### src/logic/rpe_cfg.svh
// Constants for the RSA primitive protocol data block engine and its controller
`ifndef RPE_CFG_SVH
`define RPE_CFG_SVH

// ----------------------------------------------------------------
// Parameter block field layout
// ----------------------------------------------------------------
`define RPE_FLAG_HI     31
`define RPE_FLAG_LO     23
`define RPE_LEN_A_HI    23
`define RPE_LEN_A_LO    12
`define RPE_LEN_B_HI    11
`define RPE_LEN_B_LO    0
`define RPE_LEN_W       12
`define RPE_SLOTS       9
`define RPE_NREF_4      4'h3
`define RPE_NREF_7      4'h6
`define RPE_NREF_9      4'h8
`define RPE_HI40_HI     7
`define RPE_HI36_HI     3
`define RPE_ADDR_W      40

// ----------------------------------------------------------------
// Controller register map (byte addresses)
// ----------------------------------------------------------------
`define RPE_REG_CTRL    8'h00
`define RPE_REG_STATUS  8'h04
`define RPE_REG_SCRATCH 8'h08
`define RPE_REG_COUNT   8'h0C
`define RPE_REG_BUF     8'h80
`define RPE_BUF_DEPTH   32
`define RPE_CNT_W       6
`define RPE_CNT_MAX     6'h20

// ----------------------------------------------------------------
// Control and status bit positions
// ----------------------------------------------------------------
`define RPE_C_START     0
`define RPE_C_OP        1
`define RPE_C_FORM_LO   2
`define RPE_C_FORM_HI   3
`define RPE_C_FMT       4
`define RPE_C_RNG       5
`define RPE_C_WRAP_LO   6
`define RPE_C_WRAP_HI   7
`define RPE_C_PS_LO     8
`define RPE_C_PS_HI     9
`define RPE_C_BLACK     10
`define RPE_S_BUSY      0
`define RPE_S_DONE      1

`endif

### src/logic/rpe_pkg.sv
// Types shared by both ends of the RSA parameter block link
package rpe_pkg;
  typedef enum logic {RPE_OP_ENC, RPE_OP_DEC} rpe_op_t;
  typedef enum logic [1:0] {RPE_FORM_1, RPE_FORM_2, RPE_FORM_3} rpe_form_t;
  typedef enum logic {RPE_FMT_NONE, RPE_FMT_PKCS15} rpe_fmt_t;
  typedef enum logic [1:0] {RPE_PS_32, RPE_PS_36, RPE_PS_40} rpe_ps_t;
  typedef enum logic [1:0] {RPE_M_ENC, RPE_M_F1, RPE_M_F2, RPE_M_F3} rpe_mode_t;
  typedef enum {
    RPE_ST_IDLE, RPE_ST_HDR, RPE_ST_W0, RPE_ST_REF_HI, RPE_ST_REF_LO, RPE_ST_TAIL,
    RPE_ST_DISP, RPE_ST_RNG, RPE_ST_KDEC, RPE_ST_MATH, RPE_ST_FIN
  } rpe_state_t;
  typedef enum {RPE_CS_IDLE, RPE_CS_START, RPE_CS_SEND, RPE_CS_WAIT} rpe_cstate_t;
endpackage

### src/logic/rpe_link_if.sv
// Link between the descriptor controller and the RSA parameter block engine
`timescale 1ns/100ps
`default_nettype none
interface rpe_link_if
  import rpe_pkg::*;
  ();
  logic      start;
  rpe_op_t   op;
  rpe_form_t form;
  rpe_fmt_t  fmt;
  logic      rng_sel;
  logic [1:0] wrap;
  rpe_ps_t   ps;
  logic      key_black;
  logic [31:0] word;
  logic      word_valid;
  logic      word_ready;
  logic      done;
  logic [31:0] scratch_reg_zero;

  modport device (
    input  start, op, form, fmt, rng_sel, wrap, ps, key_black, word, word_valid,
    output word_ready, done, scratch_reg_zero
  );
  modport ctrl (
    output start, op, form, fmt, rng_sel, wrap, ps, key_black, word, word_valid,
    input  word_ready, done, scratch_reg_zero
  );
endinterface
`default_nettype wire

### src/logic/rpe_engine.sv
// RSA public and private key primitive engine: parameter block parsing and sequencing
`timescale 1ns/100ps
`default_nettype none
`include "rpe_cfg.svh"
// Function
// - encrypt pads input per encoding selector
// - input is supplied or RNG-generated length bytes
// - generated input output uses wrap selector
// - encrypt lengths are right-aligned 12-bit counts
// - encrypt block: flags, lengths, four refs, tail
// - encrypt flag bits 31..28 pick indirection
// - references are 32, 36 or 40 bits
// - exponentiate then write result to output
// - decrypt unpads result per encoding selector
// - decrypt leaves plaintext length in scratch zero
// - black private components decrypted, modulus never
// - three private key forms accepted
// - form 1 block: flags, lengths, four refs
// - form 1 flag bits 31..28 pick indirection
// - form 2 block: seven refs, prime length tail
// - forms 2 and 3 still carry modulus length
// - scratch buffers at least prime sized
// - form 2 flag bits 31..25 pick indirection
// - form 3 uses reduced exponents and coefficient
// - form 3 block: nine refs, prime length tail
// - form 3 reduced lengths follow prime lengths
// - form 3 flag bits 31..23 pick indirection
// - parameter block follows descriptor header
module rpe_engine
  import rpe_pkg::*;
(
  // Clock and reset
  input  wire logic              hclk,
  input  wire logic              hresetn,
  // Link to descriptor controller
  rpe_link_if.device             lnk,
  // Argument table
  output logic [`RPE_ADDR_W-1:0] arg_addr     [`RPE_SLOTS],
  output logic [`RPE_LEN_W-1:0]  arg_len      [`RPE_SLOTS],
  output logic [`RPE_SLOTS-1:0]  arg_indirect,
  output logic                   crt_mode,
  // Random input generation
  output logic                   rng_req,
  output logic [`RPE_LEN_W-1:0]  rng_len,
  output logic [1:0]             out_wrap,
  input  wire logic              rng_done,
  // Black key component unwrap
  output logic                   kdec_req,
  output logic [`RPE_SLOTS-1:0]  kdec_mask,
  input  wire logic              kdec_done,
  // Modular exponentiation
  output logic                   math_req,
  output logic                   math_dec,
  output logic                   pad_en,
  output logic                   unpad_en,
  input  wire logic              math_done,
  input  wire logic [`RPE_LEN_W-1:0] math_len
);

  // ----------------------------------------------------------------
  // Parse and sequence state
  // ----------------------------------------------------------------
  rpe_state_t state, next_state;
  rpe_mode_t  mode, next_mode;
  rpe_fmt_t   fmt, next_fmt;
  rpe_ps_t    ps, next_ps;
  logic       rng_sel, next_rng_sel, black, next_black;
  logic [1:0] wrap, next_wrap;
  logic [3:0] ref_idx, next_ref_idx, last_ref;
  logic [7:0] hi, next_hi;
  logic [`RPE_SLOTS-1:0] flags, next_flags;
  logic [`RPE_LEN_W-1:0] len_a, next_len_a, len_n, next_len_n;
  logic [`RPE_LEN_W-1:0] len_f, next_len_f, len_p, next_len_p, len_q, next_len_q;
  logic [`RPE_ADDR_W-1:0] addr [`RPE_SLOTS];
  logic [`RPE_ADDR_W-1:0] next_addr [`RPE_SLOTS];
  logic [31:0] scratch, next_scratch;
  logic        take;

  assign take = lnk.word_valid && lnk.word_ready;

  always_comb begin
    case (mode)
      RPE_M_F2: last_ref = `RPE_NREF_7;
      RPE_M_F3: last_ref = `RPE_NREF_9;
      default:  last_ref = `RPE_NREF_4;
    endcase
  end

  always_comb begin
    next_state   = state;
    next_mode    = mode;
    next_fmt     = fmt;
    next_ps      = ps;
    next_rng_sel = rng_sel;
    next_black   = black;
    next_wrap    = wrap;
    next_ref_idx = ref_idx;
    next_hi      = hi;
    next_flags   = flags;
    next_len_a   = len_a;
    next_len_n   = len_n;
    next_len_f   = len_f;
    next_len_p   = len_p;
    next_len_q   = len_q;
    next_addr    = addr;
    next_scratch = scratch;
    case (state)
      RPE_ST_IDLE: begin
        if (lnk.start) begin
          if (lnk.op == RPE_OP_ENC) begin
            next_mode = RPE_M_ENC;
          end else begin
            case (lnk.form)
              RPE_FORM_2: next_mode = RPE_M_F2;
              RPE_FORM_3: next_mode = RPE_M_F3;
              default:    next_mode = RPE_M_F1;
            endcase
          end
          next_fmt     = lnk.fmt;
          next_ps      = lnk.ps;
          next_rng_sel = lnk.rng_sel && (lnk.op == RPE_OP_ENC);
          next_black   = lnk.key_black;
          next_wrap    = lnk.wrap;
          next_state   = RPE_ST_HDR;
        end
      end
      RPE_ST_HDR: begin
        // Header word is skipped; the block starts right behind it
        if (take) begin
          next_state = RPE_ST_W0;
        end
      end
      RPE_ST_W0: begin
        if (take) begin
          // Flags are left-aligned, unused low bits are reserved
          next_flags   = lnk.word[`RPE_FLAG_HI:`RPE_FLAG_LO];
          next_len_a   = lnk.word[`RPE_LEN_A_HI:`RPE_LEN_A_LO];
          next_len_n   = lnk.word[`RPE_LEN_B_HI:`RPE_LEN_B_LO];
          next_ref_idx = '0;
          next_hi      = '0;
          next_state   = (ps == RPE_PS_32) ? RPE_ST_REF_LO : RPE_ST_REF_HI;
        end
      end
      RPE_ST_REF_HI: begin
        if (take) begin
          // Upper address word comes first; bits above the pointer width are dropped
          if (ps == RPE_PS_40) begin
            next_hi = lnk.word[`RPE_HI40_HI:0];
          end else begin
            next_hi = {4'h0, lnk.word[`RPE_HI36_HI:0]};
          end
          next_state = RPE_ST_REF_LO;
        end
      end
      RPE_ST_REF_LO: begin
        if (take) begin
          next_addr[ref_idx] = {hi, lnk.word};
          next_hi            = '0;
          if (ref_idx == last_ref) begin
            next_state = (mode == RPE_M_F1) ? RPE_ST_DISP : RPE_ST_TAIL;
          end else begin
            next_ref_idx = ref_idx + 4'h1;
            next_state   = (ps == RPE_PS_32) ? RPE_ST_REF_LO : RPE_ST_REF_HI;
          end
        end
      end
      RPE_ST_TAIL: begin
        if (take) begin
          if (mode == RPE_M_ENC) begin
            next_len_f = lnk.word[`RPE_LEN_B_HI:`RPE_LEN_B_LO];
          end else begin
            next_len_q = lnk.word[`RPE_LEN_A_HI:`RPE_LEN_A_LO];
            next_len_p = lnk.word[`RPE_LEN_B_HI:`RPE_LEN_B_LO];
          end
          next_state = RPE_ST_DISP;
        end
      end
      RPE_ST_DISP: begin
        if (rng_sel) begin
          next_state = RPE_ST_RNG;
        end else if (black && (mode != RPE_M_ENC)) begin
          next_state = RPE_ST_KDEC;
        end else begin
          next_state = RPE_ST_MATH;
        end
      end
      RPE_ST_RNG: begin
        if (rng_done) begin
          next_state = RPE_ST_MATH;
        end
      end
      RPE_ST_KDEC: begin
        if (kdec_done) begin
          next_state = RPE_ST_MATH;
        end
      end
      RPE_ST_MATH: begin
        if (math_done) begin
          if (mode != RPE_M_ENC) begin
            next_scratch = {20'h00000, math_len};
          end
          next_state = RPE_ST_FIN;
        end
      end
      RPE_ST_FIN: begin
        next_state = RPE_ST_IDLE;
      end
      default: begin
        next_state = RPE_ST_IDLE;
      end
    endcase
  end

  always_ff @(posedge hclk or negedge hresetn) begin
    if (!hresetn) begin
      state   <= RPE_ST_IDLE;
      mode    <= RPE_M_ENC;
      fmt     <= RPE_FMT_NONE;
      ps      <= RPE_PS_32;
      rng_sel <= 1'b0;
      black   <= 1'b0;
      wrap    <= 2'h0;
      ref_idx <= 4'h0;
      hi      <= 8'h00;
      flags   <= '0;
      len_a   <= '0;
      len_n   <= '0;
      len_f   <= '0;
      len_p   <= '0;
      len_q   <= '0;
      addr    <= '{default: '0};
      scratch <= 32'h00000000;
    end else begin
      state   <= next_state;
      mode    <= next_mode;
      fmt     <= next_fmt;
      ps      <= next_ps;
      rng_sel <= next_rng_sel;
      black   <= next_black;
      wrap    <= next_wrap;
      ref_idx <= next_ref_idx;
      hi      <= next_hi;
      flags   <= next_flags;
      len_a   <= next_len_a;
      len_n   <= next_len_n;
      len_f   <= next_len_f;
      len_p   <= next_len_p;
      len_q   <= next_len_q;
      addr    <= next_addr;
      scratch <= next_scratch;
    end
  end

  // ----------------------------------------------------------------
  // Per-slot argument table
  // ----------------------------------------------------------------
  genvar gi;
  generate
    for (gi = 0; gi < `RPE_SLOTS; gi++) begin : g_slot
      logic [`RPE_LEN_W-1:0] next_len;
      logic                  next_ind, next_priv;
      always_comb begin
        next_len  = '0;
        next_priv = 1'b0;
        // Slot order follows the reference order of each block layout
        next_ind  = (4'(gi) <= last_ref) ? flags[`RPE_SLOTS-1-gi] : 1'b0;
        case (mode)
          RPE_M_ENC: begin
            case (gi)  // f, g, n, e
              0:       next_len = len_f;
              1, 2:    next_len = len_n;
              3:       next_len = len_a;
              default: next_len = '0;
            endcase
          end
          RPE_M_F1: begin
            case (gi)  // g, f, n, d; n is public
              0, 1, 2: next_len = len_n;
              3: begin
                next_len  = len_a;
                next_priv = 1'b1;
              end
              default: next_len = '0;
            endcase
          end
          RPE_M_F2: begin
            next_priv = (gi >= 2) && (gi <= 4);
            case (gi)  // g, f, d, p, q, buffer one, buffer two
              0, 1:    next_len = len_n;
              2:       next_len = len_a;
              3, 5:    next_len = len_p;
              4, 6:    next_len = len_q;
              default: next_len = '0;
            endcase
          end
          default: begin
            // c, p, q, dp, dq are all private
            next_priv = (gi >= 2) && (gi <= 6);
            case (gi)  // g, f, c, p, q, dp, dq, buffer one, buffer two
              0, 1:       next_len = len_n;
              2, 3, 5, 7: next_len = len_p;
              default:    next_len = len_q;
            endcase
          end
        endcase
      end
      always_ff @(posedge hclk or negedge hresetn) begin
        if (!hresetn) begin
          arg_len[gi]      <= '0;
          arg_indirect[gi] <= 1'b0;
          kdec_mask[gi]    <= 1'b0;
        end else begin
          arg_len[gi]      <= next_len;
          arg_indirect[gi] <= next_ind;
          kdec_mask[gi]    <= next_priv;
        end
      end
      assign arg_addr[gi] = addr[gi];
    end
  endgenerate

  // ----------------------------------------------------------------
  // Outputs
  // ----------------------------------------------------------------
  assign lnk.word_ready = (state == RPE_ST_HDR) || (state == RPE_ST_W0) ||
                          (state == RPE_ST_REF_HI) || (state == RPE_ST_REF_LO) ||
                          (state == RPE_ST_TAIL);
  assign lnk.done             = (state == RPE_ST_FIN);
  assign lnk.scratch_reg_zero = scratch;
  assign crt_mode = (mode == RPE_M_F3);
  assign rng_req  = (state == RPE_ST_RNG);
  assign rng_len  = len_f;
  assign out_wrap = wrap;
  assign kdec_req = (state == RPE_ST_KDEC);
  // Exponentiation reads input slot 0 and writes output slot 1
  assign math_req = (state == RPE_ST_MATH);
  assign math_dec = (mode != RPE_M_ENC);
  assign pad_en   = (mode == RPE_M_ENC) && (fmt == RPE_FMT_PKCS15);
  assign unpad_en = (mode != RPE_M_ENC) && (fmt == RPE_FMT_PKCS15);

endmodule
`default_nettype wire

### src/flat_wrapper.sv
// flat-port wrapper written by rule: the top's interface ports become plain ports
module rpe_engine_flat import rpe_pkg::*;
  (hclk, hresetn, arg_addr, arg_len, arg_indirect, crt_mode, rng_req, rng_len, out_wrap, rng_done, kdec_req, kdec_mask, kdec_done, math_req, math_dec, pad_en, unpad_en, math_done, math_len, lnk_start, lnk_op, lnk_form, lnk_fmt, lnk_rng_sel, lnk_wrap, lnk_ps, lnk_key_black, lnk_word, lnk_word_valid, lnk_word_ready, lnk_done, lnk_scratch_reg_zero);
  rpe_link_if lnk_i ();
  input  wire logic hclk;
  input  wire logic hresetn;
  output logic [`RPE_ADDR_W-1:0] arg_addr[`RPE_SLOTS];
  output logic [`RPE_LEN_W-1:0] arg_len[`RPE_SLOTS];
  output logic [`RPE_SLOTS-1:0] arg_indirect;
  output logic crt_mode;
  output logic rng_req;
  output logic [`RPE_LEN_W-1:0] rng_len;
  output logic [1:0] out_wrap;
  input  wire logic rng_done;
  output logic kdec_req;
  output logic [`RPE_SLOTS-1:0] kdec_mask;
  input  wire logic kdec_done;
  output logic math_req;
  output logic math_dec;
  output logic pad_en;
  output logic unpad_en;
  input  wire logic math_done;
  input  wire logic [`RPE_LEN_W-1:0] math_len;
  input wire logic [$bits(lnk_i.start)-1:0] lnk_start;
  input wire logic [$bits(lnk_i.op)-1:0] lnk_op;
  input wire logic [$bits(lnk_i.form)-1:0] lnk_form;
  input wire logic [$bits(lnk_i.fmt)-1:0] lnk_fmt;
  input wire logic [$bits(lnk_i.rng_sel)-1:0] lnk_rng_sel;
  input wire logic [$bits(lnk_i.wrap)-1:0] lnk_wrap;
  input wire logic [$bits(lnk_i.ps)-1:0] lnk_ps;
  input wire logic [$bits(lnk_i.key_black)-1:0] lnk_key_black;
  input wire logic [$bits(lnk_i.word)-1:0] lnk_word;
  input wire logic [$bits(lnk_i.word_valid)-1:0] lnk_word_valid;
  output wire logic [$bits(lnk_i.word_ready)-1:0] lnk_word_ready;
  output wire logic [$bits(lnk_i.done)-1:0] lnk_done;
  output wire logic [$bits(lnk_i.scratch_reg_zero)-1:0] lnk_scratch_reg_zero;
  assign lnk_i.start = lnk_start;
  assign lnk_i.op = lnk_op;
  assign lnk_i.form = lnk_form;
  assign lnk_i.fmt = lnk_fmt;
  assign lnk_i.rng_sel = lnk_rng_sel;
  assign lnk_i.wrap = lnk_wrap;
  assign lnk_i.ps = lnk_ps;
  assign lnk_i.key_black = lnk_key_black;
  assign lnk_i.word = lnk_word;
  assign lnk_i.word_valid = lnk_word_valid;
  assign lnk_word_ready = lnk_i.word_ready;
  assign lnk_done = lnk_i.done;
  assign lnk_scratch_reg_zero = lnk_i.scratch_reg_zero;
  rpe_engine u_core (.hclk(hclk), .hresetn(hresetn), .lnk(lnk_i), .arg_addr(arg_addr), .arg_len(arg_len), .arg_indirect(arg_indirect), .crt_mode(crt_mode), .rng_req(rng_req), .rng_len(rng_len), .out_wrap(out_wrap), .rng_done(rng_done), .kdec_req(kdec_req), .kdec_mask(kdec_mask), .kdec_done(kdec_done), .math_req(math_req), .math_dec(math_dec), .pad_en(pad_en), .unpad_en(unpad_en), .math_done(math_done), .math_len(math_len));
endmodule
### config.mk
export PLATFORM = sky130hd
export DESIGN_NAME = rpe_engine_flat
export DESIGN_NICKNAME = d
export VERILOG_FILES = /design/src/logic/rpe_pkg.sv /design/src/logic/rpe_link_if.sv /design/src/logic/rpe_engine.sv /design/src/flat_wrapper.sv
export VERILOG_INCLUDE_DIRS = /design/src /design/src/logic
export SDC_FILE = /design/constraint.sdc
export NUM_CORES = 1
export LEC_CHECK = 0
export ABC_AREA = 1
export BUFFER_PORTS_ARGS = -buffer_cell sky130_fd_sc_hd__buf_2
export CAP_MARGIN = 10
export CELL_PAD_IN_SITES_DETAIL_PLACEMENT = 1
export CELL_PAD_IN_SITES_GLOBAL_PLACEMENT = 1
export CORE_AREA = 2 2 245 247
export CTS_CLUSTER_SIZE = 24
export DETAILED_ROUTE_END_ITERATION = 16
export DIE_AREA = 0 0 247 249
export GPL_TIMING_DRIVEN = 1
export PLACE_DENSITY_LB_ADDON = 0.1
export SKIP_LAST_GASP = 1
export SYNTH_ARGS = -nofsm -noshare
export SYNTH_HDL_FRONTEND = slang
export SYNTH_SLANG_ARGS = --single-unit
### constraint.sdc
create_clock -name hclk -period 1.9 [get_ports hclk]
set_clock_uncertainty 0.05 [all_clocks]
set_input_delay 0.38 -clock hclk [delete_from_list [all_inputs] [get_ports hclk]]
set_output_delay 0.38 -clock hclk [all_outputs]
set_load 0.005 [all_outputs]
* Yosys cells after proc, flatten, opt, wreduce, memory -nomap -nowiden
Index checks and enable logic that the tools add are counted.
** Operators by class
- Add/sub/neg operators :: 1
- Multiply operators :: 0
- Divide/modulo/power cells :: 0
- Order comparisons :: 11
- Eq/ne operators :: 36
- Shift-type cells :: 0
- Mux-type cells :: 48
- Bitwise operators :: 3
- Reduce and logical (&&, ||, !) cells :: 28
** Operator list (count)
- $bwmux 360 :: 1
- $mux 32 :: 11
- $pmux 32 s10 :: 1
- $eq 32x3->1 const B :: 6
- $demux 40 s4 :: 1
- $eq 32x4->1 const B :: 5
- $eq 32x2->1 const B :: 3
- $eq 32x5->1 const B :: 3
- $mux 12 :: 6
- $mux 40 :: 1
- $eq 32x1->1 const B :: 1
- $logic_not 32->1 :: 1
- $mux 8 :: 3
- $pmux 12 s2 :: 1
- $le 3x4->1 const A :: 4
- $pmux 4 s2 :: 2
- $pmux 8 s2 :: 1
- $mux 1 :: 13
- $mux 4 :: 3
- $ne 2x1->1 const B :: 6
- $reduce_and 3->1 :: 4
- $ne 2x2->1 const B :: 5
- $reduce_and 9->1 :: 1
- $eq 2x2->1 const B :: 4
- 21 further kinds :: 40
** Word-level totals
- Register bits after elaboration :: 602
- Latch bits :: 0
- RAM bits :: 0
- Memory bits (read-only) :: 0
- Input port bits :: 61
- Output and inout bits :: 541
- Memories kept :: 0

* Longest topological paths before layout
Gate-level depths: netlist of the first run.
- Word-level depth :: 8
- Depth in mapped cells :: 11
- Depth with buffers taken out :: 11

* Worst setup path before layout of the first run
No wires, ideal clock.
- Kind :: register to register
- Start :: register u_core.state[0]
- End :: register u_core.addr (netlist bit u_core.arg_addr[349])
- Arrival time :: 1.572 ns
- Required time :: 1.725 ns
- Setup slack :: 0.153 ns
- Stages on the path, launching flop included :: 9
- Period minus slack after synthesis :: 1.747 ns
- Cell sequence :: dfrtp_1 -> buf_2 -> nor2_2 -> nand2_4 -> nor2_8 -> inv_4 -> nor2_8 -> buf_6 -> mux2_2
** Between the ends
- Cells in the longest elaborated chain, start to end :: 7
** Ends and longest elaborated chain
- start, declared :: line rpe_engine.sv:63 : rpe_state_t state, next_state;
- start signal, assigned :: line rpe_engine.sv:234 : state <= next_state;
- $eq 32x2->1 / $eq 32x3->1 (equally long branches) :: line rpe_engine.sv:325 : assign lnk.word_ready = (state == RPE_ST_HDR) || (state == RPE_ST_W0) ||
- $logic_or 1x1->1 (2 in a row) :: line rpe_engine.sv:325
- $logic_or 1x1->1 (2 in a row) :: line rpe_engine.sv:326 : (state == RPE_ST_REF_HI) || (state == RPE_ST_REF_LO) ||
- $logic_and 1x1->1 :: line rpe_engine.sv:79 : assign take = lnk.word_valid && lnk.word_ready;
- $reduce_and 2->1 (no source line) *
- end signal, assigned :: line rpe_engine.sv:249 : addr <= next_addr;
- end, declared :: line rpe_engine.sv:74 : logic [`RPE_ADDR_W-1:0] addr [`RPE_SLOTS];
Mark *: on every way between the ends. The rest lies on a longest branch, timed or not.
A chain may end at the register's enable or synchronous reset.

* Worst setup path after layout of the first run
- Start :: register u_core.state[1]
- End :: output port lnk_word_ready
** Between the ends
- Cells in the longest elaborated chain, start to end :: 5
** Ends and longest elaborated chain
- $eq 32x2->1 / $eq 32x3->1 (equally long branches) :: line rpe_engine.sv:325
- $logic_or 1x1->1 (2 in a row) :: line rpe_engine.sv:325
- $logic_or 1x1->1 :: line rpe_engine.sv:326
- $logic_or 1x1->1 * :: line rpe_engine.sv:326
- end, declared :: line flat_wrapper.sv:34 : output wire logic [$bits(lnk_i.word_ready)-1:0] lnk_word_ready;
Marked as above.

==> results of run 1 <==
-- layout make-up --
type | instances | area [um2] | share of cell area
diodes | 2 | 5.00 | 0.000175
clock buffers | 96 | 1880 | 0.0658
clock inverters | 13 | 106 | 0.00372
inverters | 112 | 440 | 0.0154
multi-input cells | 1136 | 5650 | 0.198
flip-flops and latches | 573 | 14300 | 0.502
well taps | 773 | 967 | 0.0338
repair buffers | 754 | 5180 | 0.181
-- flip-flops by register name, indices dropped and copies added, names as in the netlist, 11 cells and up --
register and cells:
u_core.arg_addr 360, u_core.arg_len 96, u_core.len_n 12, u_core.len_p 12, u_core.len_q 12, u_core.lnk.scratch_reg_zero 12, u_core.rng_len 12, u_core.len_a 11
-- layout by cell type, fill, tap and decap left out, types with 3 or more instances in the layout --
cell / instances
a21oi_1: 202
clkbuf_8: 18
nand2_4: 6
clkbuf_16: 75
clkinv_1: 12
nand3_1: 28
nand2_1: 313
nand3_4: 4
nor2_2: 5
dfrtp_1: 569
inv_1: 89
dlygate4sd3_1: 46
clkinv_2: 7
inv_4: 5
mux2_2: 44
buf_2: 572
buf_6: 15
buf_16: 3
nor2_1: 238
buf_12: 38
nor2_4: 14
clkbuf_1: 15
a221o_1: 12
o21ai_0: 206
ha_1: 5
dfrtp_2: 4
buf_4: 66
o21ai_1: 11
nand2_2: 3
mux2_1: 8
conb_1: 24
inv_2: 5
-- where the power goes --
group	switching (uW)	leakage, uW	total [uW]	internal, uW
combinational	8250	0.00664	14500	6270
sequential	2840	0.00737	19600	16700
clock	4970	0.000978	11800	6870
-- synth_stat cells --
| cell | instances | area, um2 |
|---|---|---|
| dfrtp_1 | 573 | 14300 |
| nand2_1 | 321 | 1200 |
| nor2_1 | 246 | 923 |
| o21ai_0 | 211 | 1060 |
| a21oi_1 | 203 | 1020 |
| inv_1 | 93 | 349 |
| buf_4 | 62 | 465 |
| clkbuf_1 | 51 | 191 |
| mux2_2 | 44 | 495 |
| nand3_1 | 29 | 145 |
| buf_2 | 28 | 140 |
| clkinv_1 | 13 | 48.8 |
| a221o_1 | 12 | 120 |
| mux2_1 | 8 | 90.1 |
| o21ai_1 | 7 | 35.0 |
| nor2_4 | 6 | 67.6 |
| buf_1 | 5 | 18.8 |
| ha_1 | 5 | 62.6 |
| inv_2 | 5 | 18.8 |
| nor2_2 | 5 | 31.3 |
| buf_6 | 4 | 45.0 |
| nand3_2 | 4 | 40.0 |
| nor2_8 | 2 | 40.0 |
| o31ai_1 | 2 | 15.0 |
| xor2_1 | 2 | 17.5 |
| and3_1 | 1 | 6.26 |
| clkbuf_2 | 1 | 5.00 |
| conb_1 | 1 | 3.75 |
| inv_4 | 1 | 6.26 |
| nand2_4 | 1 | 11.3 |
| nand4_1 | 1 | 6.26 |
| nor3_1 | 1 | 5.00 |
| o21bai_1 | 1 | 7.51 |
-- worst reg2reg max path, delay by kind of cell (launching register included) --
| family | cells | cell delay [ns] |
|---|---|---|
| buf+inv | 4 | 0.59 |
| simple gates | 4 | 0.51 |
| mux | 1 | 0.37 |
| flops | 1 | 0.40 |
-- cells by family after synthesis --
kind of cell / Yosys count / synth area share
AO/OA/AOI/OAI: 436 / 0.107
XOR/XNOR: 2 / 0.000833
adder cells (fa/ha/maj): 5 / 0.00298
buffers and inverters: 263 / 0.0613
flip-flops: 573 / 0.682
multiplexers: 52 / 0.0278
other: 1 / 0.000178
AND/OR/NAND/NOR: 617 / 0.118
-- worst max-delay path by stage --
stage	from	endpoint	slack [ns]	cells after the start
finish	u_core.state[1]$_DFFE_PN0P_	lnk_word_ready	-0.14	6
global route	u_core.state[1]$_DFFE_PN0P_	lnk_word_ready	-0.20	6
CTS	u_core.state[3]$_DFFE_PN0P_	rng_req	-0.18	4
detailed placement	u_core.mode[1]$_DFFE_PN0P_	u_core.ref_idx[2]$_DFFE_PN0P_	0.01	9
global placement	u_core.mode[1]$_DFFE_PN0P_	u_core.ref_idx[2]$_DFFE_PN0P_	0.06	9
floorplan	u_core.state[0]$_DFFE_PN0P_	u_core.arg_addr[349]$_DFFE_PN0P_	0.15	8
-- through the flow --
stage               setup WS, ns  power [uW]  utilization
floorplan                  0.153       24900            -
global placement          0.0599       32500        0.427
detailed placement        0.0145       33100        0.427
CTS                       -0.177       46000        0.475
global route              -0.203       48700        0.487
finish                    -0.142       45900        0.487
-- what timing repair did --
item | 4_1_cts | 5_1_grt
pin swaps | 7 | 9
hold endpoints to repair | 242 | 0
cloned | 1 | 15
setup endpoints to repair | 10 | 366
hold buffers | 46 | 0
setup buffers | 22 | 16
gates resized for setup | 42 | 58
-- metal layers --
layer | vias up | share of wire | wire (um)
li1 | 7618 | - | -
met1 | 8677 | 0.40 | 33200
met2 | 455 | 0.51 | 41700
met3 | 136 | 0.056 | 4580
met4 | 2 | 0.035 | 2870
met5 | - | 0.00016 | 13
==> flow_summary_export.csv, run 1 <==
group,metric,value,unit
grt,antenna_found_initial,3,
routing,viasPerCell,4.88,
clock_network,cts_root_buffer,"clkbuf_16",
grt,gr-usage-met1,0.314,
critical_path,end_kind,"output port",
yosys,synth_seq_cells,573,
critical_path,crit_path_top_delay_cell,"dfrtp_1",
cells_and_area,final_area,28600,um2
critical_path,rrSetupSlack,-0.14,ns
grt,grt_first_pass_wirelength,115000,um
yosys,synth.cell_area,21000,um2
routing,drc,0,
clock_network,cts_sinks,573,
yosys,yosysSeqAreaShare,0.682,
run_status,run_status,"finished with violations",
routing,antenna_violating_nets_post_route,0,
critical_path,crit_family,"flip-flops",
clock_network,clk_latency,0.63,ns
floorplan,rows,89,
critical_path,crit_fanout,3,
routing,first_pass_iters,6,
clock_network,cts_buffers,61,
placement,place.gp.congestion,0.843,
placement,placedCellCount,3251,
clock_network,cts_tree,"built",
critical_path,crit_arrival,1.61,ns
grt,met2_usage,0.427,
timing,maxSlewViolCount,0,
critical_path,critPathMaxStageDelay,0.40,ns
timing,fin_ws,-0.142,ns
flow_run,cap_violations,0,
grt,grt_overflow,0,
critical_path,worstPathCellList,"buf_6 > nor2_4 > inv_4 > nand2_4 > o21ai_4 > buf_6",
critical_path,reg2reg_depth,9,
cells_and_area,layout.nets,2704,
critical_path,rr_endpoint,"u_core.arg_addr[345]$_DFFE_PN0P_",
cells_and_area,final_cells,3459,
yosys,syn_inst,1949,
timing,holdWs,0.0283,ns
cells_and_area,area_growth,35.9,%
yosys,synth_warnings,0,
critical_path,critPathKind,"reg -> out",
grt,grt_max_degree,72,
floorplan,fp.coreArea,58700,um2
clock_network,clockBufferDepth,3,
critical_path,crit_top_cell,"buf_6",
hold_path,worstHoldStart,"lnk_word[1]",
timing,max_freq,490,MHz
floorplan,io_pins,602,
cells_and_area,n_fill_cell,6520,
power,p_leak,0.0150,uW
timing,fin_setup_tns,-9.26,ns
critical_path,reg2reg_from,"u_core.state[1]$_DFFE_PN0P_",
power,max-vdd-ir-drop,867,uV
critical_path,cp-start-kind,"flip-flop",
timing,fin_crit_sh,1.07,
cells_and_area,drive_above_1_share,0.335,
power,power_density,1610,nW/um2
timing,setup_viol,144,
grt,grt_pass1_vias,17700,
yosys,synthDistinctLibCells,33,
clock_network,htree_levels,2,
routing,wire_per_inst,23.8,um
routing,routed_wl,82400,um
placement,place_area,25100,um2
run_status,violations,"setup timing",
timing,rsz0062_at_grt,"yes",
timing,period_minus_slack,2.04,ns
hold_path,min_delay_path_depth,2,
grt,use_met3,0.0576,
timing,worst_pin_slew,0.703,ns
placement,hpwl,56100,um
critical_path,crit_required,1.47,ns
routing,first_iter_violations,935,
yosys,syn_area_per_cell,10.8,um2
floorplan,die_w,247,um
timing,slew_headroom,0.531,
placement,io_buffers,577,
floorplan,die_y,249,um
floorplan,initial_utilization,0.358,
clock_network,clk_pin_slew,0.06,ns
timing,hold_viol,0,
hold_path,hold_path.class,"in -> reg",
floorplan,die_area,61500,um2
grt,top_usage_layer,"met2",
grt,track_usage,0.252,
critical_path,path_buf_inv,3,
routing,vias,16900,
hold_path,min_to,"u_core.arg_addr[321]$_DFFE_PN0P_",
Power figures use the tool's default switching activity.
==> run 2, diff against run 1 <==
--- a/config.mk
+++ b/config.mk
@@ -11,10 +11,10 @@
 export CAP_MARGIN = 10
 export CELL_PAD_IN_SITES_DETAIL_PLACEMENT = 1
 export CELL_PAD_IN_SITES_GLOBAL_PLACEMENT = 1
-export CORE_AREA = 2 2 245 247
+export CORE_AREA = 2 2 316 193
 export CTS_CLUSTER_SIZE = 24
 export DETAILED_ROUTE_END_ITERATION = 16
-export DIE_AREA = 0 0 247 249
+export DIE_AREA = 0 0 318 195
 export GPL_TIMING_DRIVEN = 1
 export PLACE_DENSITY_LB_ADDON = 0.1
 export SKIP_LAST_GASP = 1
==> run 2 against run 1 <==
Against the previous run: via count up 3.4%; fmax down 1.5%; largest cell class unchanged; clock-buffer cell count shrank 11; the run still ends with setup timing left; global-route usage is 0.38 points lower; routed wire length is 4.0% higher; register-to-register slack got worse by 0.03 ns; first-iteration DRC count rose by 17%; clock power about the same; total power shrank 0.24%; critical endpoint is now u_core.arg_addr[291]$_DFFE_PN0P_.
==> flow_summary_export.csv, run 2 (synthesis gave the netlist of run 1 again) <==
group,metric,value,unit
cells_and_area,n_fill_cell,6506,
clock_network,cts_root_buffer,"clkbuf_16",
timing,fin_ws,-0.173,ns
routing,top_layer,"met4",
critical_path,cp-start-kind,"flip-flop",
grt,grt_max_degree,70,
grt,grt_overflow,0,
cells_and_area,drive_above_1_share,0.349,
flow_run,cap_violations,0,
clock_network,clk_latency,0.62,ns
routing,vias,17500,
critical_path,crit_top_cell,"buf_4",
clock_network,cts_buffers,55,
critical_path,crit_required,2.34,ns
cells_and_area,final_common_cell,"buf_2",
cells_and_area,layout.nets,2741,
routing,antenna_violating_nets_post_route,0,
floorplan,die_y,195,um
power,power_density,1570,nW/um2
run_status,run_status,"finished with violations",
critical_path,critPathMaxStageDelay,0.45,ns
cells_and_area,area_growth,39.1,%
hold_path,hold_path.class,"in -> reg",
critical_path,end_kind,"flip-flop",
run_status,violations,"setup timing",
power,max-vdd-ir-drop,1060,uV
grt,grt_pass1_vias,17900,
routing,routed_wl,85700,um
grt,antenna_found_initial,1,
critical_path,path_buf_inv,5,
cells_and_area,largest_reg_flops,360,
floorplan,io_pins,602,
placement,io_buffers,577,
placement,place.gp.congestion,0.835,
timing,hold_viol,0,
critical_path,crit_path_top_delay_cell,"dfrtp_2",
timing,worst_pin_slew,0.809,ns
clock_network,cts_tree,"built",
floorplan,fp.coreArea,58800,um2
clock_network,htree_levels,2,
timing,slew_headroom,0.457,
floorplan,die_area,62000,um2
clock_network,cts_sinks,573,
power,p_leak,0.0153,uW
routing,dr_wl_met3,4790,um
routing,viasPerCell,4.99,
critical_path,crit_fanout,20,
critical_path,critPathKind,"reg -> reg",
timing,rsz0062_at_grt,"yes",
timing,period_minus_slack,2.07,ns
critical_path,crit_family,"buffers and inverters",
critical_path,crit_arrival,2.51,ns
routing,first_iter_violations,1096,
routing,wl_met2,41200,um
floorplan,initial_utilization,0.358,
critical_path,worstPathCellList,"buf_4 > nor2_4 > nand2_4 > nor2_8 > buf_4 > buf_6 > nand3_4 > buf_12 > clkbuf_16 > nand2_1 > o21ai_0",
grt,track_usage,0.248,
floorplan,die_w,318,um
placement,post-place-ws,-0.0566,ns
power,power,45800,uW
timing,max_freq,482,MHz
floorplan,rows,69,
timing,setup_viol,192,
routing,first_pass_iters,5,
placement,hpwl,54300,um
grt,grt_first_pass_wirelength,116000,um
timing,fin_crit_sh,1.09,
cells_and_area,most-common-layout-cells,"buf_2 (572), dfrtp_1 (569), nand2_1 (312)",
routing,wl_met1,37200,um
clock_network,clockBufferDepth,3,
routing,wire_per_inst,24.5,um
routing,drc,0,
clock_network,clk_pin_slew,0.07,ns
timing,maxSlewViolCount,0,
[run 2: per-stage QoR]
stage | utilization | hold WS, ns | cells | setup TNS [ns] | area, um2
finish | 0.498 | 0.0342 | 3501 | -12.32 | 29300
global route | 0.498 | 0.0122 | 3499 | -32.94 | 29300
CTS | 0.476 | 0.00359 | 3446 | -1.97 | 28000
detailed placement | 0.429 | 0.244 | 3279 | -0.105 | 25200
global placement | 0.429 | 0.244 | 3279 | 0 | 25200
floorplan | - | 0.0344 | 1972 | 0 | 21100
[run 2: worst paths after layout]
check / startpoint / to / slack, ns / cells past startpoint
max in group asynchronous: hresetn / u_core.rng_len[6]$_DFFE_PN0P_ / 0.72 / 3
hold / removal: lnk_word[14] / u_core.arg_addr[334]$_DFFE_PN0P_ / 0.03 / 2
min in group asynchronous: hresetn / u_core.arg_addr[28]$_DFFE_PN0P_ / 0.19 / 2
hold reg to reg: u_core.flags[5]$_DFFE_PN0P_ / u_core.arg_indirect[3]$_DFF_PN0_ / 0.33 / 0
setup reg to reg: u_core.state[3]$_DFFE_PN0P_ / u_core.arg_addr[291]$_DFFE_PN0P_ / -0.17 / 11
setup / recovery: u_core.state[3]$_DFFE_PN0P_ / u_core.arg_addr[291]$_DFFE_PN0P_ / -0.17 / 11
[run 2: worst reg2reg max path, delay by kind of cell, from the launching register on]
kind / cells / cell delay, ns
compound gates: 1 / 0.09
buf+inv: 5 / 0.79
flops: 1 / 0.45
simple gates: 5 / 0.58
[run 2: area by class of cell]
class | instances | area [um2] | area share
timing repair buffer | 797 | 5920 | 0.202
antenna | 2 | 5.00 | 0.000171
clock buffer | 85 | 1670 | 0.0571
clock inverter | 15 | 213 | 0.00727
multi-input combinational | 1136 | 5680 | 0.194
sequential | 573 | 14300 | 0.490
inverter | 112 | 448 | 0.0153
tap | 781 | 977 | 0.0334
[run 2: what timing repair did]
item                                    4_1_cts  5_1_grt
pin swaps                                     9       13
buffers inserted                             23       20
cloned                                        3       36
endpoints found under the hold margin       251        0
endpoints found under the setup margin       11      302
hold buffers                                 41        0
resized for setup                            48       77
[run 2: per-layer routing]
metal | global-route usage | vias to the layer above
met5 | 0 | -
met4 | 0.0813 | 0
met3 | 0.0500 | 134
met2 | 0.402 | 542
met1 | 0.336 | 9069
li1 | - | 7713
[run 2: where the power goes]
part | internal (uW) | switching [uW]
sequential | 16700 | 2790
clock | 6720 | 4930
combinational | 6450 | 8200
==> run 3, diff against run 2 <==
--- a/config.mk
+++ b/config.mk
@@ -11,10 +11,10 @@
 export CAP_MARGIN = 10
 export CELL_PAD_IN_SITES_DETAIL_PLACEMENT = 1
 export CELL_PAD_IN_SITES_GLOBAL_PLACEMENT = 1
-export CORE_AREA = 2 2 316 193
+export CORE_AREA = 2 2 299 183
 export CTS_CLUSTER_SIZE = 24
 export DETAILED_ROUTE_END_ITERATION = 16
-export DIE_AREA = 0 0 318 195
+export DIE_AREA = 0 0 301 185
 export GPL_TIMING_DRIVEN = 1
 export PLACE_DENSITY_LB_ADDON = 0.1
 export SKIP_LAST_GASP = 1
==> constraint.sdc (replaced) <==
create_clock -name hclk -period 2 [get_ports hclk]
set_clock_uncertainty 0.05 [all_clocks]
set_input_delay 0.4 -clock hclk [delete_from_list [all_inputs] [get_ports hclk]]
set_output_delay 0.4 -clock hclk [all_outputs]
set_load 0.005 [all_outputs]
==> run 3 against run 2 <==
Against the previous run: the flow still finishes with violations (setup timing); routed wire length down 1.6%; combinational power down 5%; sequential cell count unchanged; utilization up 4.1 points; non-clock buffer count down 32; sequential power down 5%; sequential share of layout area up 0.93 points; critical path depth down 1; worst setup slack better by 0.094 ns; fmax down 0.31%; critical path type unchanged; highest routed layer unchanged.
==> flow_summary_export.csv, run 3 (synthesis gave the netlist of run 1 again) <==
group,metric,value,unit
critical_path,crit_family,"buffers and inverters",
cells_and_area,largest_reg_flops,360,
timing,holdWs,0.0312,ns
timing,fin_ws,-0.0798,ns
grt,track_usage,0.265,
cells_and_area,drive_above_1_share,0.354,
cells_and_area,final_common_cell,"buf_2",
grt,grt_max_degree,81,
critical_path,rrSetupSlack,-0.08,ns
floorplan,fp.coreArea,53300,um2
floorplan,die_w,301,um
cells_and_area,layout.nets,2709,
clock_network,cts_root_buffer,"clkbuf_16",
clock_network,clk_latency,0.59,ns
hold_path,min_to,"u_core.arg_addr[330]$_DFFE_PN0P_",
power,power_density,1520,nW/um2
grt,grt_pass1_vias,17400,
grt,grt_first_pass_wirelength,110000,um
power,p_leak,0.0151,uW
timing,fin_crit_sh,1.04,
critical_path,crit_required,2.44,ns
timing,hold_viol,0,
power,seqPwrFrac,0.425,
routing,routed_wl,84400,um
placement,hpwl,52900,um
floorplan,die_y,185,um
power,power,43700,uW
clock_network,cts_tree,"built",
floorplan,die_area,55700,um2
critical_path,rr_endpoint,"u_core.arg_addr[325]$_DFFE_PN0P_",
power,p_int,28500,uW
critical_path,path_buf_inv,5,
critical_path,reg2reg_depth,10,
timing,worst_pin_slew,0.837,ns
critical_path,critPathKind,"reg -> reg",
critical_path,reg2reg_from,"u_core.state[2]$_DFFE_PN0P_",
timing,rsz0062_at_grt,"yes",
timing,max_freq,481,MHz
run_status,violations,"setup timing",
power,pwr-share-clk,0.255,
floorplan,rows,66,
routing,wire_per_inst,24.8,um
routing,first_iter_violations,1154,
timing,period_minus_slack,2.08,ns
power,max-vdd-ir-drop,691,uV
timing,maxSlewViolCount,0,
critical_path,end_kind,"flip-flop",
power,sw_frac_of_total,0.348,
clock_network,clockBufferDepth,3,
critical_path,crit_top_cell,"nor2_8",
run_status,run_status,"finished with violations",
cells_and_area,most-common-layout-cells,"buf_2 (573), dfrtp_1 (569), nand2_1 (315)",
routing,vias,17400,
hold_path,worstHoldStart,"lnk_word[10]",
routing,first_pass_iters,5,
floorplan,io_pins,602,
timing,setup_viol,50,
clock_network,cts_buffers,55,
critical_path,cp-start-kind,"flip-flop",
power,p_comb_frac,0.320,
routing,viasPerCell,5.10,
critical_path,critPathMaxStageDelay,0.41,ns
flow_run,cap_violations,0,
critical_path,worstPathCellList,"inv_2 > buf_6 > nor2_4 > nand2_4 > nor2_8 > clkinv_8 > nor2_8 > buf_12 > clkbuf_16 > mux2_4",
routing,drc,0,
hold_path,min_delay_path_depth,2,
timing,slew_headroom,0.441,
critical_path,crit_fanout,6,
routing,antenna_violating_nets_post_route,0,
grt,antenna_found_initial,1,
cells_and_area,area_growth,36.5,%
floorplan,initial_utilization,0.395,
power,switchingPower,15200,uW
clock_network,cts_sinks,573,
clock_network,clk_pin_slew,0.07,ns
critical_path,crit_path_top_delay_cell,"dfrtp_2",
placement,place.gp.congestion,0.845,
clock_network,htree_levels,2,
placement,io_buffers,577,
grt,grt_overflow,0,
critical_path,crit_arrival,2.52,ns
hold_path,hold_path.class,"in -> reg",
run 3: through the flow:
stage,setup WS [ns],util,setup TNS [ns],instances,instance area [um2]
after floorplan,0.253,-,0,1972,21100
after global placement,0.200,0.468,0,3193,24900
after detailed placement,0.112,0.468,0,3193,24900
after CTS,-0.0875,0.515,-1.20,3351,27500
after global routing,-0.131,0.539,-10.75,3402,28700
final,-0.0798,0.539,-1.90,3406,28700
run 3: power groups by stage:
stage | sequential, uW | clock [uW] | combinational [uW]
finish | 18500 | 11100 | 14000
global route | 19000 | 11800 | 15300
CTS | 18400 | 11300 | 13200
detailed placement | 18500 | 0 | 12600
global placement | 18400 | 0 | 12200
floorplan | 18500 | 0 | 5220
run 3: area by class of cell:
type / instances / area (um2)
Fill cell: 5894 / 24600
Sequential cell: 573 / 14300
Multi-Input combinational cell: 1136 / 5850
Timing Repair Buffer: 765 / 5270
Clock buffer: 80 / 1630
Tap cell: 714 / 893
Inverter: 112 / 447
Clock inverter: 22 / 272
Antenna cell: 4 / 10.0
run 3: per-layer routing:
| layer | routed length [um] | track usage | vias to the layer above |
|---|---|---|---|
| met4 | 2840 | 0.0959 | 0 |
| li1 | - | - | 7628 |
| met5 | 0 | 0 | - |
| met1 | 35000 | 0.339 | 9095 |
| met3 | 4030 | 0.0514 | 143 |
| met2 | 42500 | 0.449 | 513 |
run 3: worst reg2reg max path, delay by kind of cell (launching register included):
family	cells	cell delay, ns
mux	1	0.30
flops	1	0.41
buf+inv	5	0.63
simple gates	4	0.59
run 3: worst max path at each step:
stage,startpoint,endpoint,slack (ns),cells after the start
3_5_place_dp,u_core.state[2]$_DFFE_PN0P_,u_core.arg_addr[351]$_DFFE_PN0P_,0.11,8
3_3_place_gp,u_core.state[2]$_DFFE_PN0P_,u_core.arg_addr[337]$_DFFE_PN0P_,0.20,8
2_1_floorplan,u_core.state[0]$_DFFE_PN0P_,u_core.arg_addr[349]$_DFFE_PN0P_,0.25,8
6_report,u_core.state[2]$_DFFE_PN0P_,u_core.arg_addr[325]$_DFFE_PN0P_,-0.08,10
5_1_grt,u_core.state[2]$_DFFE_PN0P_,u_core.arg_addr[325]$_DFFE_PN0P_,-0.13,10
4_1_cts,u_core.mode[0]$_DFFE_PN0P_,unpad_en,-0.09,4
run 3: what timing repair did:
| item | in CTS | in global routing |
|---|---|---|
| gates cloned | 0 | 35 |
| endpoints found under the setup margin | 8 | 372 |
| endpoints found under the hold margin | 157 | 0 |
| setup buffers | 17 | 18 |
| gates resized for setup | 31 | 118 |
| hold buffers | 39 | 0 |
| pin swaps | 6 | 13 |
